[src/hdl/ehrpc_params.svh]
// Constants for the root port control block
`ifndef EHRPC_PARAMS_SVH
`define EHRPC_PARAMS_SVH
`define EHRPC_ADDR_W     8
`define EHRPC_DATA_W     32
`define EHRPC_OFS_STS    8'h04
`define EHRPC_OFS_CFG    8'h50
`define EHRPC_OFS_PSC    8'h54
`define EHRPC_OFS_PWR    8'h58
`define EHRPC_B_HALT     0
`define EHRPC_B_CF       0
`define EHRPC_B_PWR      0
`define EHRPC_B_OWNER    13
`define EHRPC_B_PRST     8
`define EHRPC_B_SUSP     7
`define EHRPC_B_FPR      6
`define EHRPC_B_PE       2
`define EHRPC_RST_OWNER  1'h1
`define EHRPC_RST_PWR    1'h1
`define EHRPC_RESP_OKAY  2'h0
`define EHRPC_RESP_SLV   2'h2
`define EHRPC_CLK_NS     10
`define EHRPC_SETTLE_NS  10000
`define EHRPC_CNT_W      11
`define EHRPC_SETTLE_CYC (`EHRPC_SETTLE_NS / `EHRPC_CLK_NS)
`define EHRPC_CNT_LAST   11'(`EHRPC_SETTLE_CYC - 1)
`define EHRPC_CNT_ZERO   11'h0
`define EHRPC_CNT_ONE    11'h1
`endif

[src/hdl/ehrpc_pkg.sv]
// Types for the root port control block
package ehrpc_pkg;
  typedef enum logic [1:0] {PS_IDLE, PS_RESET, PS_RST_END, PS_RES_END} ehrpc_pst_t;
  typedef enum logic [2:0] {SEL_NONE, SEL_STS, SEL_CFG, SEL_PSC, SEL_PWR} ehrpc_sel_t;
  typedef enum logic [1:0] {MODE_DIS, MODE_EN, MODE_SUSP} ehrpc_mode_t;
  typedef struct packed {
    logic [17:0] rsvd_hi;
    logic        owner;
    logic        rsvd12;
    logic [1:0]  line;
    logic        rsvd9;
    logic        prst;
    logic        susp;
    logic        fpr;
    logic [2:0]  rsvd5_3;
    logic        pe;
    logic        csc;
    logic        ccs;
  } ehrpc_root_port_status_control_t;
endpackage : ehrpc_pkg

[src/hdl/ehrpc_top.sv]
// Root port ownership, reset, enable and suspend control with AXI4-Lite registers
//
// The address map and the AXI4-Lite register port are this design's own decisions.
`timescale 1ns/1ps
`default_nettype none
`include "ehrpc_params.svh"
module ehrpc_top
(
  input  wire logic                       I_SYS_CLK,
  input  wire logic                       I_RST,
  input  wire logic                       I_AWVALID,
  output var  logic                       O_AWREADY,
  input  wire logic [`EHRPC_ADDR_W-1:0]   I_AWADDR,
  input  wire logic                       I_WVALID,
  output var  logic                       O_WREADY,
  input  wire logic [`EHRPC_DATA_W-1:0]   I_WDATA,
  input  wire logic [3:0]                 I_WSTRB,
  output var  logic                       O_BVALID,
  input  wire logic                       I_BREADY,
  output var  logic [1:0]                 O_BRESP,
  input  wire logic                       I_ARVALID,
  output var  logic                       O_ARREADY,
  input  wire logic [`EHRPC_ADDR_W-1:0]   I_ARADDR,
  output var  logic                       O_RVALID,
  input  wire logic                       I_RREADY,
  output var  logic [`EHRPC_DATA_W-1:0]   O_RDATA,
  output var  logic [1:0]                 O_RRESP,
  input  wire logic                       I_LINE_DP,
  input  wire logic                       I_LINE_DM,
  input  wire logic                       I_DEV_CONNECT,
  input  wire logic                       I_DEV_HIGH_SPEED,
  input  wire logic                       I_XACT_BUSY,
  input  wire logic                       I_RESUME_DET,
  input  wire logic                       I_CONTROLLER_STOPPED_INDICATION,
  output var  logic                       O_PORT_OWNER,
  output var  logic                       O_BUS_RESET,
  output var  logic                       O_RESUME_DRIVE,
  output var  logic                       O_DS_BLOCK,
  output var  ehrpc_pkg::ehrpc_mode_t     O_PORT_MODE
);

  function automatic ehrpc_pkg::ehrpc_sel_t sel_of(input logic [`EHRPC_ADDR_W-1:0] addr);
    ehrpc_pkg::ehrpc_sel_t s;
    s = ehrpc_pkg::SEL_NONE;
    case (addr)
      `EHRPC_OFS_STS: s = ehrpc_pkg::SEL_STS;
      `EHRPC_OFS_CFG: s = ehrpc_pkg::SEL_CFG;
      `EHRPC_OFS_PSC: s = ehrpc_pkg::SEL_PSC;
      `EHRPC_OFS_PWR: s = ehrpc_pkg::SEL_PWR;
      default:        s = ehrpc_pkg::SEL_NONE;
    endcase
    return s;
  endfunction : sel_of

  logic                      aw_held_ff;
  logic                      w_held_ff;
  logic [`EHRPC_ADDR_W-1:0]  awaddr_ff;
  logic [`EHRPC_DATA_W-1:0]  wdata_ff;
  logic [3:0]                wstrb_ff;
  logic                      awready_ff;
  logic                      wready_ff;
  logic                      bvalid_ff;
  logic [1:0]                bresp_ff;
  logic                      arready_ff;
  logic                      rvalid_ff;
  logic [`EHRPC_DATA_W-1:0]  rdata_ff;
  logic [1:0]                rresp_ff;
  logic [`EHRPC_DATA_W-1:0]  wbe;
  logic                      aw_take;
  logic                      w_take;
  logic                      ar_take;
  logic                      wr_go;
  logic                      nxt_aw_held;
  logic                      nxt_w_held;
  logic                      nxt_bvalid;
  logic                      nxt_rvalid;
  ehrpc_pkg::ehrpc_sel_t     wsel;
  logic                      psc_wr;

  logic                      cf_ff;
  logic                      cf_prev_ff;
  logic                      owner_ff;
  logic                      pwr_ff;
  logic                      pe_ff;
  logic                      susp_ff;
  logic                      susp_pend_ff;
  logic                      fpr_ff;
  ehrpc_pkg::ehrpc_pst_t     pst_ff;
  ehrpc_pkg::ehrpc_pst_t     nxt_pst;
  logic [`EHRPC_CNT_W-1:0]   cnt_ff;
  logic [`EHRPC_CNT_W-1:0]   nxt_cnt;
  logic                      bus_reset_ff;
  logic                      block_ff;
  ehrpc_pkg::ehrpc_mode_t    mode_ff;

  logic                      wr_owner;
  logic                      wr_prst;
  logic                      wr_susp;
  logic                      wr_fpr;
  logic                      wr_pe;
  logic                      prst_rise;
  logic                      fpr_fall;
  logic                      cnt_done;
  logic                      rst_done;
  logic                      res_done;
  logic                      prst_rd;
  ehrpc_pkg::ehrpc_root_port_status_control_t  psc_rd;
  logic [`EHRPC_DATA_W-1:0]  rd_val;
  ehrpc_pkg::ehrpc_sel_t     rsel;

  // Byte enables spread over the data word
  genvar g;
  generate
    for (g = 0; g < 4; g++)
    begin : g_lane
      assign wbe[g*8 +: 8] = {8{wstrb_ff[g]}};
    end
  endgenerate

  assign aw_take     = I_AWVALID & awready_ff;
  assign w_take      = I_WVALID & wready_ff;
  assign ar_take     = I_ARVALID & arready_ff;
  assign wr_go       = aw_held_ff & w_held_ff & ~bvalid_ff;
  assign nxt_aw_held = (aw_held_ff | aw_take) & ~wr_go;
  assign nxt_w_held  = (w_held_ff | w_take) & ~wr_go;
  assign nxt_bvalid  = wr_go | (bvalid_ff & ~I_BREADY);
  assign nxt_rvalid  = ar_take | (rvalid_ff & ~I_RREADY);
  assign wsel        = sel_of(awaddr_ff);
  assign psc_wr      = wr_go & (wsel == ehrpc_pkg::SEL_PSC);

  assign wr_owner  = psc_wr & wbe[`EHRPC_B_OWNER];
  assign wr_prst   = psc_wr & wbe[`EHRPC_B_PRST];
  assign wr_susp   = psc_wr & wbe[`EHRPC_B_SUSP];
  assign wr_fpr    = psc_wr & wbe[`EHRPC_B_FPR];
  assign wr_pe     = psc_wr & wbe[`EHRPC_B_PE];
  assign prst_rise = wr_prst & wdata_ff[`EHRPC_B_PRST] & (pst_ff == ehrpc_pkg::PS_IDLE);
  assign fpr_fall  = wr_fpr & ~wdata_ff[`EHRPC_B_FPR] & fpr_ff;
  assign cnt_done  = (cnt_ff == `EHRPC_CNT_LAST);
  assign rst_done  = (pst_ff == ehrpc_pkg::PS_RST_END) & cnt_done & ~I_CONTROLLER_STOPPED_INDICATION;
  assign res_done  = (pst_ff == ehrpc_pkg::PS_RES_END) & cnt_done;
  assign prst_rd   = (pst_ff == ehrpc_pkg::PS_RESET) | (pst_ff == ehrpc_pkg::PS_RST_END);

  // Write address and data are accepted in either order
  always_ff @(posedge I_SYS_CLK)
  begin
    if (I_RST)
    begin
      aw_held_ff <= 1'h0;
      w_held_ff  <= 1'h0;
      awready_ff <= 1'h0;
      wready_ff  <= 1'h0;
      bvalid_ff  <= 1'h0;
      bresp_ff   <= `EHRPC_RESP_OKAY;
      awaddr_ff  <= '0;
      wdata_ff   <= '0;
      wstrb_ff   <= 4'h0;
    end
    else
    begin
      aw_held_ff <= nxt_aw_held;
      w_held_ff  <= nxt_w_held;
      awready_ff <= ~nxt_aw_held & ~nxt_bvalid;
      wready_ff  <= ~nxt_w_held & ~nxt_bvalid;
      bvalid_ff  <= nxt_bvalid;
      if (aw_take)
        awaddr_ff <= I_AWADDR;
      if (w_take)
      begin
        wdata_ff <= I_WDATA;
        wstrb_ff <= I_WSTRB;
      end
      if (wr_go)
        bresp_ff <= (wsel == ehrpc_pkg::SEL_NONE) ? `EHRPC_RESP_SLV : `EHRPC_RESP_OKAY;
    end
  end

  // Read channel answers one cycle after the address is taken
  always_ff @(posedge I_SYS_CLK)
  begin
    if (I_RST)
    begin
      arready_ff <= 1'h0;
      rvalid_ff  <= 1'h0;
      rdata_ff   <= '0;
      rresp_ff   <= `EHRPC_RESP_OKAY;
    end
    else
    begin
      arready_ff <= ~nxt_rvalid;
      rvalid_ff  <= nxt_rvalid;
      if (ar_take)
      begin
        rdata_ff <= rd_val;
        rresp_ff <= (rsel == ehrpc_pkg::SEL_NONE) ? `EHRPC_RESP_SLV : `EHRPC_RESP_OKAY;
      end
    end
  end

  always_comb
  begin
    psc_rd         = '0;
    psc_rd.owner   = owner_ff;
    psc_rd.line    = {I_LINE_DP, I_LINE_DM};
    psc_rd.prst    = prst_rd & pwr_ff;
    psc_rd.susp    = susp_ff;
    psc_rd.fpr     = fpr_ff;
    psc_rd.pe      = pe_ff;
    psc_rd.ccs     = I_DEV_CONNECT & pwr_ff;
  end

  assign rsel = sel_of(I_ARADDR);

  always_comb
  begin
    rd_val = '0;
    unique case (rsel)
      ehrpc_pkg::SEL_STS: rd_val[`EHRPC_B_HALT] = I_CONTROLLER_STOPPED_INDICATION;
      ehrpc_pkg::SEL_CFG: rd_val[`EHRPC_B_CF]   = cf_ff;
      ehrpc_pkg::SEL_PSC: rd_val                = psc_rd;
      ehrpc_pkg::SEL_PWR: rd_val[`EHRPC_B_PWR]  = pwr_ff;
      ehrpc_pkg::SEL_NONE: rd_val               = '0;
    endcase
  end

  // Configured flag, port power and ownership
  always_ff @(posedge I_SYS_CLK)
  begin
    if (I_RST)
    begin
      cf_ff      <= 1'h0;
      cf_prev_ff <= 1'h0;
      pwr_ff     <= `EHRPC_RST_PWR;
    end
    else
    begin
      cf_prev_ff <= cf_ff;
      if (wr_go && wsel == ehrpc_pkg::SEL_CFG && wstrb_ff[0])
        cf_ff <= wdata_ff[`EHRPC_B_CF];
      if (wr_go && wsel == ehrpc_pkg::SEL_PWR && wstrb_ff[0])
        pwr_ff <= wdata_ff[`EHRPC_B_PWR];
    end
  end

  always_ff @(posedge I_SYS_CLK)
  begin
    if (I_RST)
      owner_ff <= `EHRPC_RST_OWNER;
    else if (!cf_ff)
      owner_ff <= 1'h1;
    else if (!cf_prev_ff)
      owner_ff <= 1'h0;
    else if (wr_owner)
      owner_ff <= wdata_ff[`EHRPC_B_OWNER];
  end

  // Reset and resume sequencing
  always_comb
  begin
    nxt_pst = pst_ff;
    nxt_cnt = cnt_ff;
    unique case (pst_ff)
      ehrpc_pkg::PS_IDLE:
      begin
        nxt_cnt = `EHRPC_CNT_ZERO;
        if (prst_rise)
          nxt_pst = ehrpc_pkg::PS_RESET;
        else if (fpr_fall)
          nxt_pst = ehrpc_pkg::PS_RES_END;
      end
      ehrpc_pkg::PS_RESET:
      begin
        nxt_cnt = `EHRPC_CNT_ZERO;
        if (wr_prst && !wdata_ff[`EHRPC_B_PRST])
          nxt_pst = ehrpc_pkg::PS_RST_END;
      end
      ehrpc_pkg::PS_RST_END:
      begin
        if (rst_done)
          nxt_pst = ehrpc_pkg::PS_IDLE;
        else if (!cnt_done)
          nxt_cnt = cnt_ff + `EHRPC_CNT_ONE;
      end
      ehrpc_pkg::PS_RES_END:
      begin
        if (res_done)
          nxt_pst = ehrpc_pkg::PS_IDLE;
        else
          nxt_cnt = cnt_ff + `EHRPC_CNT_ONE;
      end
    endcase
  end

  always_ff @(posedge I_SYS_CLK)
  begin
    if (I_RST || !pwr_ff)
    begin
      pst_ff       <= ehrpc_pkg::PS_IDLE;
      cnt_ff       <= `EHRPC_CNT_ZERO;
      bus_reset_ff <= 1'h0;
    end
    else
    begin
      pst_ff       <= nxt_pst;
      cnt_ff       <= nxt_cnt;
      bus_reset_ff <= (nxt_pst == ehrpc_pkg::PS_RESET) || (nxt_pst == ehrpc_pkg::PS_RST_END);
    end
  end

  // Port enable
  always_ff @(posedge I_SYS_CLK)
  begin
    if (I_RST || !pwr_ff)
      pe_ff <= 1'h0;
    else if (prst_rise)
      pe_ff <= 1'h0;
    else if (rst_done)
      pe_ff <= I_DEV_HIGH_SPEED;
    else if (!I_DEV_CONNECT)
      pe_ff <= 1'h0;
    else if (wr_pe && !wdata_ff[`EHRPC_B_PE])
      pe_ff <= 1'h0;
  end

  // Suspend is requested, then entered once the bus is quiet
  always_ff @(posedge I_SYS_CLK)
  begin
    if (I_RST || !pwr_ff)
    begin
      susp_ff      <= 1'h0;
      susp_pend_ff <= 1'h0;
    end
    else if (prst_rise || fpr_fall || !pe_ff)
    begin
      susp_ff      <= 1'h0;
      susp_pend_ff <= 1'h0;
    end
    else if (susp_pend_ff && !I_XACT_BUSY)
    begin
      susp_ff      <= 1'h1;
      susp_pend_ff <= 1'h0;
    end
    else if (wr_susp && wdata_ff[`EHRPC_B_SUSP] && !susp_ff)
      susp_pend_ff <= 1'h1;
  end

  // Force resume is set by software or by resume seen while suspended
  always_ff @(posedge I_SYS_CLK)
  begin
    if (I_RST || !pwr_ff)
      fpr_ff <= 1'h0;
    else if (susp_ff && I_RESUME_DET)
      fpr_ff <= 1'h1;
    else if (res_done)
      fpr_ff <= 1'h0;
    else if (wr_fpr && wdata_ff[`EHRPC_B_FPR] && susp_ff)
      fpr_ff <= 1'h1;
  end

  // Port state and downstream blocking
  always_ff @(posedge I_SYS_CLK)
  begin
    if (I_RST)
    begin
      mode_ff  <= ehrpc_pkg::MODE_DIS;
      block_ff <= 1'h1;
    end
    else
    begin
      if (!pe_ff)
        mode_ff <= ehrpc_pkg::MODE_DIS;
      else if (susp_ff)
        mode_ff <= ehrpc_pkg::MODE_SUSP;
      else
        mode_ff <= ehrpc_pkg::MODE_EN;
      block_ff <= ~pe_ff | susp_ff;
    end
  end

  assign O_AWREADY      = awready_ff;
  assign O_WREADY       = wready_ff;
  assign O_BVALID       = bvalid_ff;
  assign O_BRESP        = bresp_ff;
  assign O_ARREADY      = arready_ff;
  assign O_RVALID       = rvalid_ff;
  assign O_RDATA        = rdata_ff;
  assign O_RRESP        = rresp_ff;
  assign O_PORT_OWNER   = owner_ff;
  assign O_BUS_RESET    = bus_reset_ff;
  assign O_RESUME_DRIVE = fpr_ff;
  assign O_DS_BLOCK     = block_ff;
  assign O_PORT_MODE    = mode_ff;

endmodule : ehrpc_top
`default_nettype wire

[config.mk]
export PLATFORM = sky130hd
export DESIGN_NAME = ehrpc_top
export DESIGN_NICKNAME = d
export VERILOG_FILES = /design/src/hdl/ehrpc_pkg.sv /design/src/hdl/ehrpc_top.sv
export VERILOG_INCLUDE_DIRS = /design/src /design/src/hdl
export SDC_FILE = /design/constraint.sdc
export NUM_CORES = 1
export LEC_CHECK = 0
export BUFFER_PORTS_ARGS = -buffer_cell sky130_fd_sc_hd__buf_2
export CELL_PAD_IN_SITES_DETAIL_PLACEMENT = 0
export CELL_PAD_IN_SITES_GLOBAL_PLACEMENT = 2
export CORE_ASPECT_RATIO = 0.9
export CORE_MARGIN = 2
export CORE_UTILIZATION = 26
export CTS_CLUSTER_DIAMETER = 100
export CTS_CLUSTER_SIZE = 30
export DETAILED_ROUTE_END_ITERATION = 8
export HOLD_SLACK_MARGIN = 0.03
export PLACE_DENSITY_LB_ADDON = 0.1
export SLEW_MARGIN = 20
export SYNTH_ARGS = -nofsm -noshare
export SYNTH_HDL_FRONTEND = slang
export SYNTH_SLANG_ARGS = --single-unit
[constraint.sdc]
create_clock -name I_SYS_CLK -period 2.4 [get_ports I_SYS_CLK]
set_input_delay 0.48 -clock I_SYS_CLK [delete_from_list [all_inputs] [get_ports I_SYS_CLK]]
set_output_delay 0.48 -clock I_SYS_CLK [all_outputs]
set_load 0.005 [all_outputs]
==> metrics.md <==
| Metric | Value |
|---|---|
| Initial DRC Count | `79` |
| Sink Count | `58` |
| Postcts setup bufs | `0` |
| Placed cell areas | `0.003057 sq mm` |
| Design Area, Final | `0.003377 sq mm` |
| CTS root buf | `clkbuf_16` |
| Mean post-synth cell area | `8.425 sq um` |
| Gr usage total | `0.1202` |
| Initial Util | `0.2645` |
| Post-synth ARST share | `0` |
| Worst path slowest cell | `or4b_4` |
| Post-CTS Hold Fix Bufs | `0` |
| Clk Latency, worst-skew pair | `0.32 ns` |
| Area share of the largest cell type after synthesis | `0.4320` |
| Layout cell share with drive strength beyond 1 | `0.2199` |
| Buffers plus inverters on the worst setup path | `0` |
| Post-cts sizing count | `0` |
| Sequential share of the synthesized area | `0.4320` |
| Synthesized area | `0.002688 sq mm` |
| Total wire length | `6.603 mm` |
| Endpoint class of the critical path | `flip-flop` |
| Highest metal used | `met4` |
| Cells after Synth | `319` |
| Crit-path max FO | `3` |
| Clk_skew | `0.007776 ns` |
| TritonCTS Buffers | `9` |
| Deepest clock path buffer count | `2` |
| First-pass GRT wire length | `10.54 mm` |
| Ports | `113` |
| Largest net degree at the start of global routing | `26` |
| Layout area overhead | `25.65%` |
| Count of buffers from port buffering | `58` |
| Synth Flop Type | `dfxtp_1` |
| Worst min path class | `input port to flip-flop` |
| Clock slew at reported path FFs | `0.05 ns` |
| Die ar. | `0.01117 sq mm` |
| Final net count | `458` |
| Chip height | `100.5 um` |
| Fin. max-slew vios | `0` |
| Final setup viols | `0` |
| YS warnings | `0` |
| Min Tclk post-route | `2.160 ns` |
| Via Count | `2271` |
| Wire length per cell | `12.70 um` |
| Yosys top cell by area | `dfxtp_1` |
| Drt pass-1 iters | `4` |
| WL met2 | `3.176 mm` |
| Fillcell total | `1135` |
| Crit Path Class | `flip-flop to flip-flop` |
| Core Footprint | `0.01016 sq mm` |
| Period utilization | `0.9000` |
| FF-to-FF setup slack | `0.24 ns` |
| Fin. Hold Viols | `0` |
| Crit path DAT | `2.37 ns` |
| Hold Crit Depth | `3` |
| GP Congestion | `0.7165` |
| Met3 routed WL | `254 um` |
| WL met1 | `3.086 mm` |
| Residual DRC | `0` |
| CTS tree | `done` |
| Most common cell in the netlist | `dfxtp_1` |
| Initial antenna violation count | `0` |
| Maximum operating frequency | `463.0 MHz` |
| Leakage | `1.393 nW` |
| Critical Path Source | `awaddr_ff[0]$_SDFFE_PP0P_` |
| Post-synth EDFFs | `0` |
| Synth cell types | `49` |
| Max VDD drop | `0.2715 mV` |
| Critical path launch point type | `flip-flop` |
| Outcome | `finished clean` |
| FF-to-FF path depth | `5` |
| CP cell instances | `or4b_4 > o41ai_1 > nand2_1 > o32ai_2 > mux2_2` |
| Crit path max-delay family | `simple AND/OR/NAND/NOR gates` |
| Max Cap Viol | `0` |
| CTS HTree Levels | `3` |
| Antenna-violating nets left | `0` |
| Post-synth top cells | `dfxtp_1 (58), nand2_1 (50), nor2_1 (33)` |
| Number of synthesized register bits | `58` |
| Number of vias per cell | `4.367` |
| Critical path required time | `2.61 ns` |
| Ant. Diodes | `0` |
| CP max stage delay | `0.58 ns` |
| Synth area leaders | `dfxtp_1 (43%), buf_4 (7.5%), nand2_1 (7.0%)` |
| Row cnt | `35` |
| Gr ovfl total | `0` |
| RSZ-0062 raised after global routing | `no` |
| DIE WIDTH | `111.2 um` |
| Vias in the first global route | `2095` |
| Worst reg2reg path startpoint | `awaddr_ff[0]$_SDFFE_PP0P_` |
| Total stage count of the critical path | `5` |
| Hold_sp | `I_AWADDR[2]` |
| Setup TNS | `0 ns` |
| Power Density | `743.1 mW/mm^2` |
| DP Wirelength | `5.009 mm` |
## cell families (layout without fill, tap and decap cells)
kind of cell	after synthesis	in the layout	share of synthesized area
AOI/OAI and AO/OA	56	56	0.1280
xor gates and xnor gates	9	9	0.02933
adders and majority gates	6	6	0.02793
buffers and inverters	43	90	0.09776
DFF	58	58	0.4320
muxes	5	5	0.01909
other	1	26	0.001395
and+or+nand+nor	141	141	0.2644
## final timing paths
kind,to
worst max register to register,O_BUS_RESET$_SDFF_PP0_
worst min-delay path,awaddr_ff[2]$_SDFFE_PP0P_
worst max-delay path,O_BUS_RESET$_SDFF_PP0_
worst min register to register,O_PORT_OWNER$_SDFFE_PP1P_
## flip-flops by register name (all words and copies together), names as in the netlist, 2 cells and up
signal       flops
cnt_ff          11
O_RDATA          8
awaddr_ff        8
wdata_ff         6
O_PORT_MODE      2
pst_ff           2
wstrb_ff         2
## where the power goes
| part | internal (W) | switching (W) |
|---|---|---|
| Combinational | 0.0000544 | 0.0000790 |
| Clock | 0.000932 | 0.000438 |
| Sequential | 0.000988 | 0.0000178 |
## worst reg2reg max path: stages (launching register included)
cell and delay, ns:
dfxtp_1 0.32, or4b_4 0.58, o41ai_1 0.42, nand2_1 0.11
o32ai_2 0.26, mux2_2 0.36
## cell type report
cell class	instances	area, sq um	share of cell area
sequential	58	1161	0.3438
timing repair buffer	65	342.8	0.1015
multi-input combinational	243	1358	0.4020
tap	129	161.4	0.04780
inverter	9	33.78	0.01000
clock buffer	11	242.7	0.07188
clock inverter	5	77.57	0.02297
## per-layer routing
layer  vias to the layer above  track usage
met1                      1035       0.1509
li1                       1179            -
met2                        49       0.2003
met4                         0      0.04274
met3                         8      0.03307
met5                         -            0
## metrics by stage
step	total power, W	setup slack, ns	instances	utilization	hold slack (ns)
after floorplan	0.001126	0.4498	344	-	0.4185
after global placement	0.001162	0.1969	504	0.3009	0.4391
after detailed placement	0.001162	0.2347	504	0.3009	0.4318
after CTS	0.002548	0.2004	520	0.3324	0.3836
after global routing	0.002617	0.06845	520	0.3324	0.3997
final	0.002509	0.2400	520	0.3324	0.3939
## cells in the final DEF, fill, tap and decap left out, drive strengths merged, types with 2 or more instances in the layout
master / count
buf: 65
dfxtp: 58
nand2: 50
nor2: 33
a21oi: 30
conb: 26
nor3: 11
clkbuf: 11
inv: 9
nor2b: 8
nand3: 7
o21ai: 7
a22oi: 6
ha: 6
nor4: 5
xor2: 5
xnor2: 4
mux2i: 4
or4b: 4
and2: 3
nand4: 3
o41ai: 3
and3: 3
nand2b: 3
nand3b: 2
and3b: 2
a211oi: 2
bufinv: 2
clkinv: 2
(Power assumes the default switching activity.)
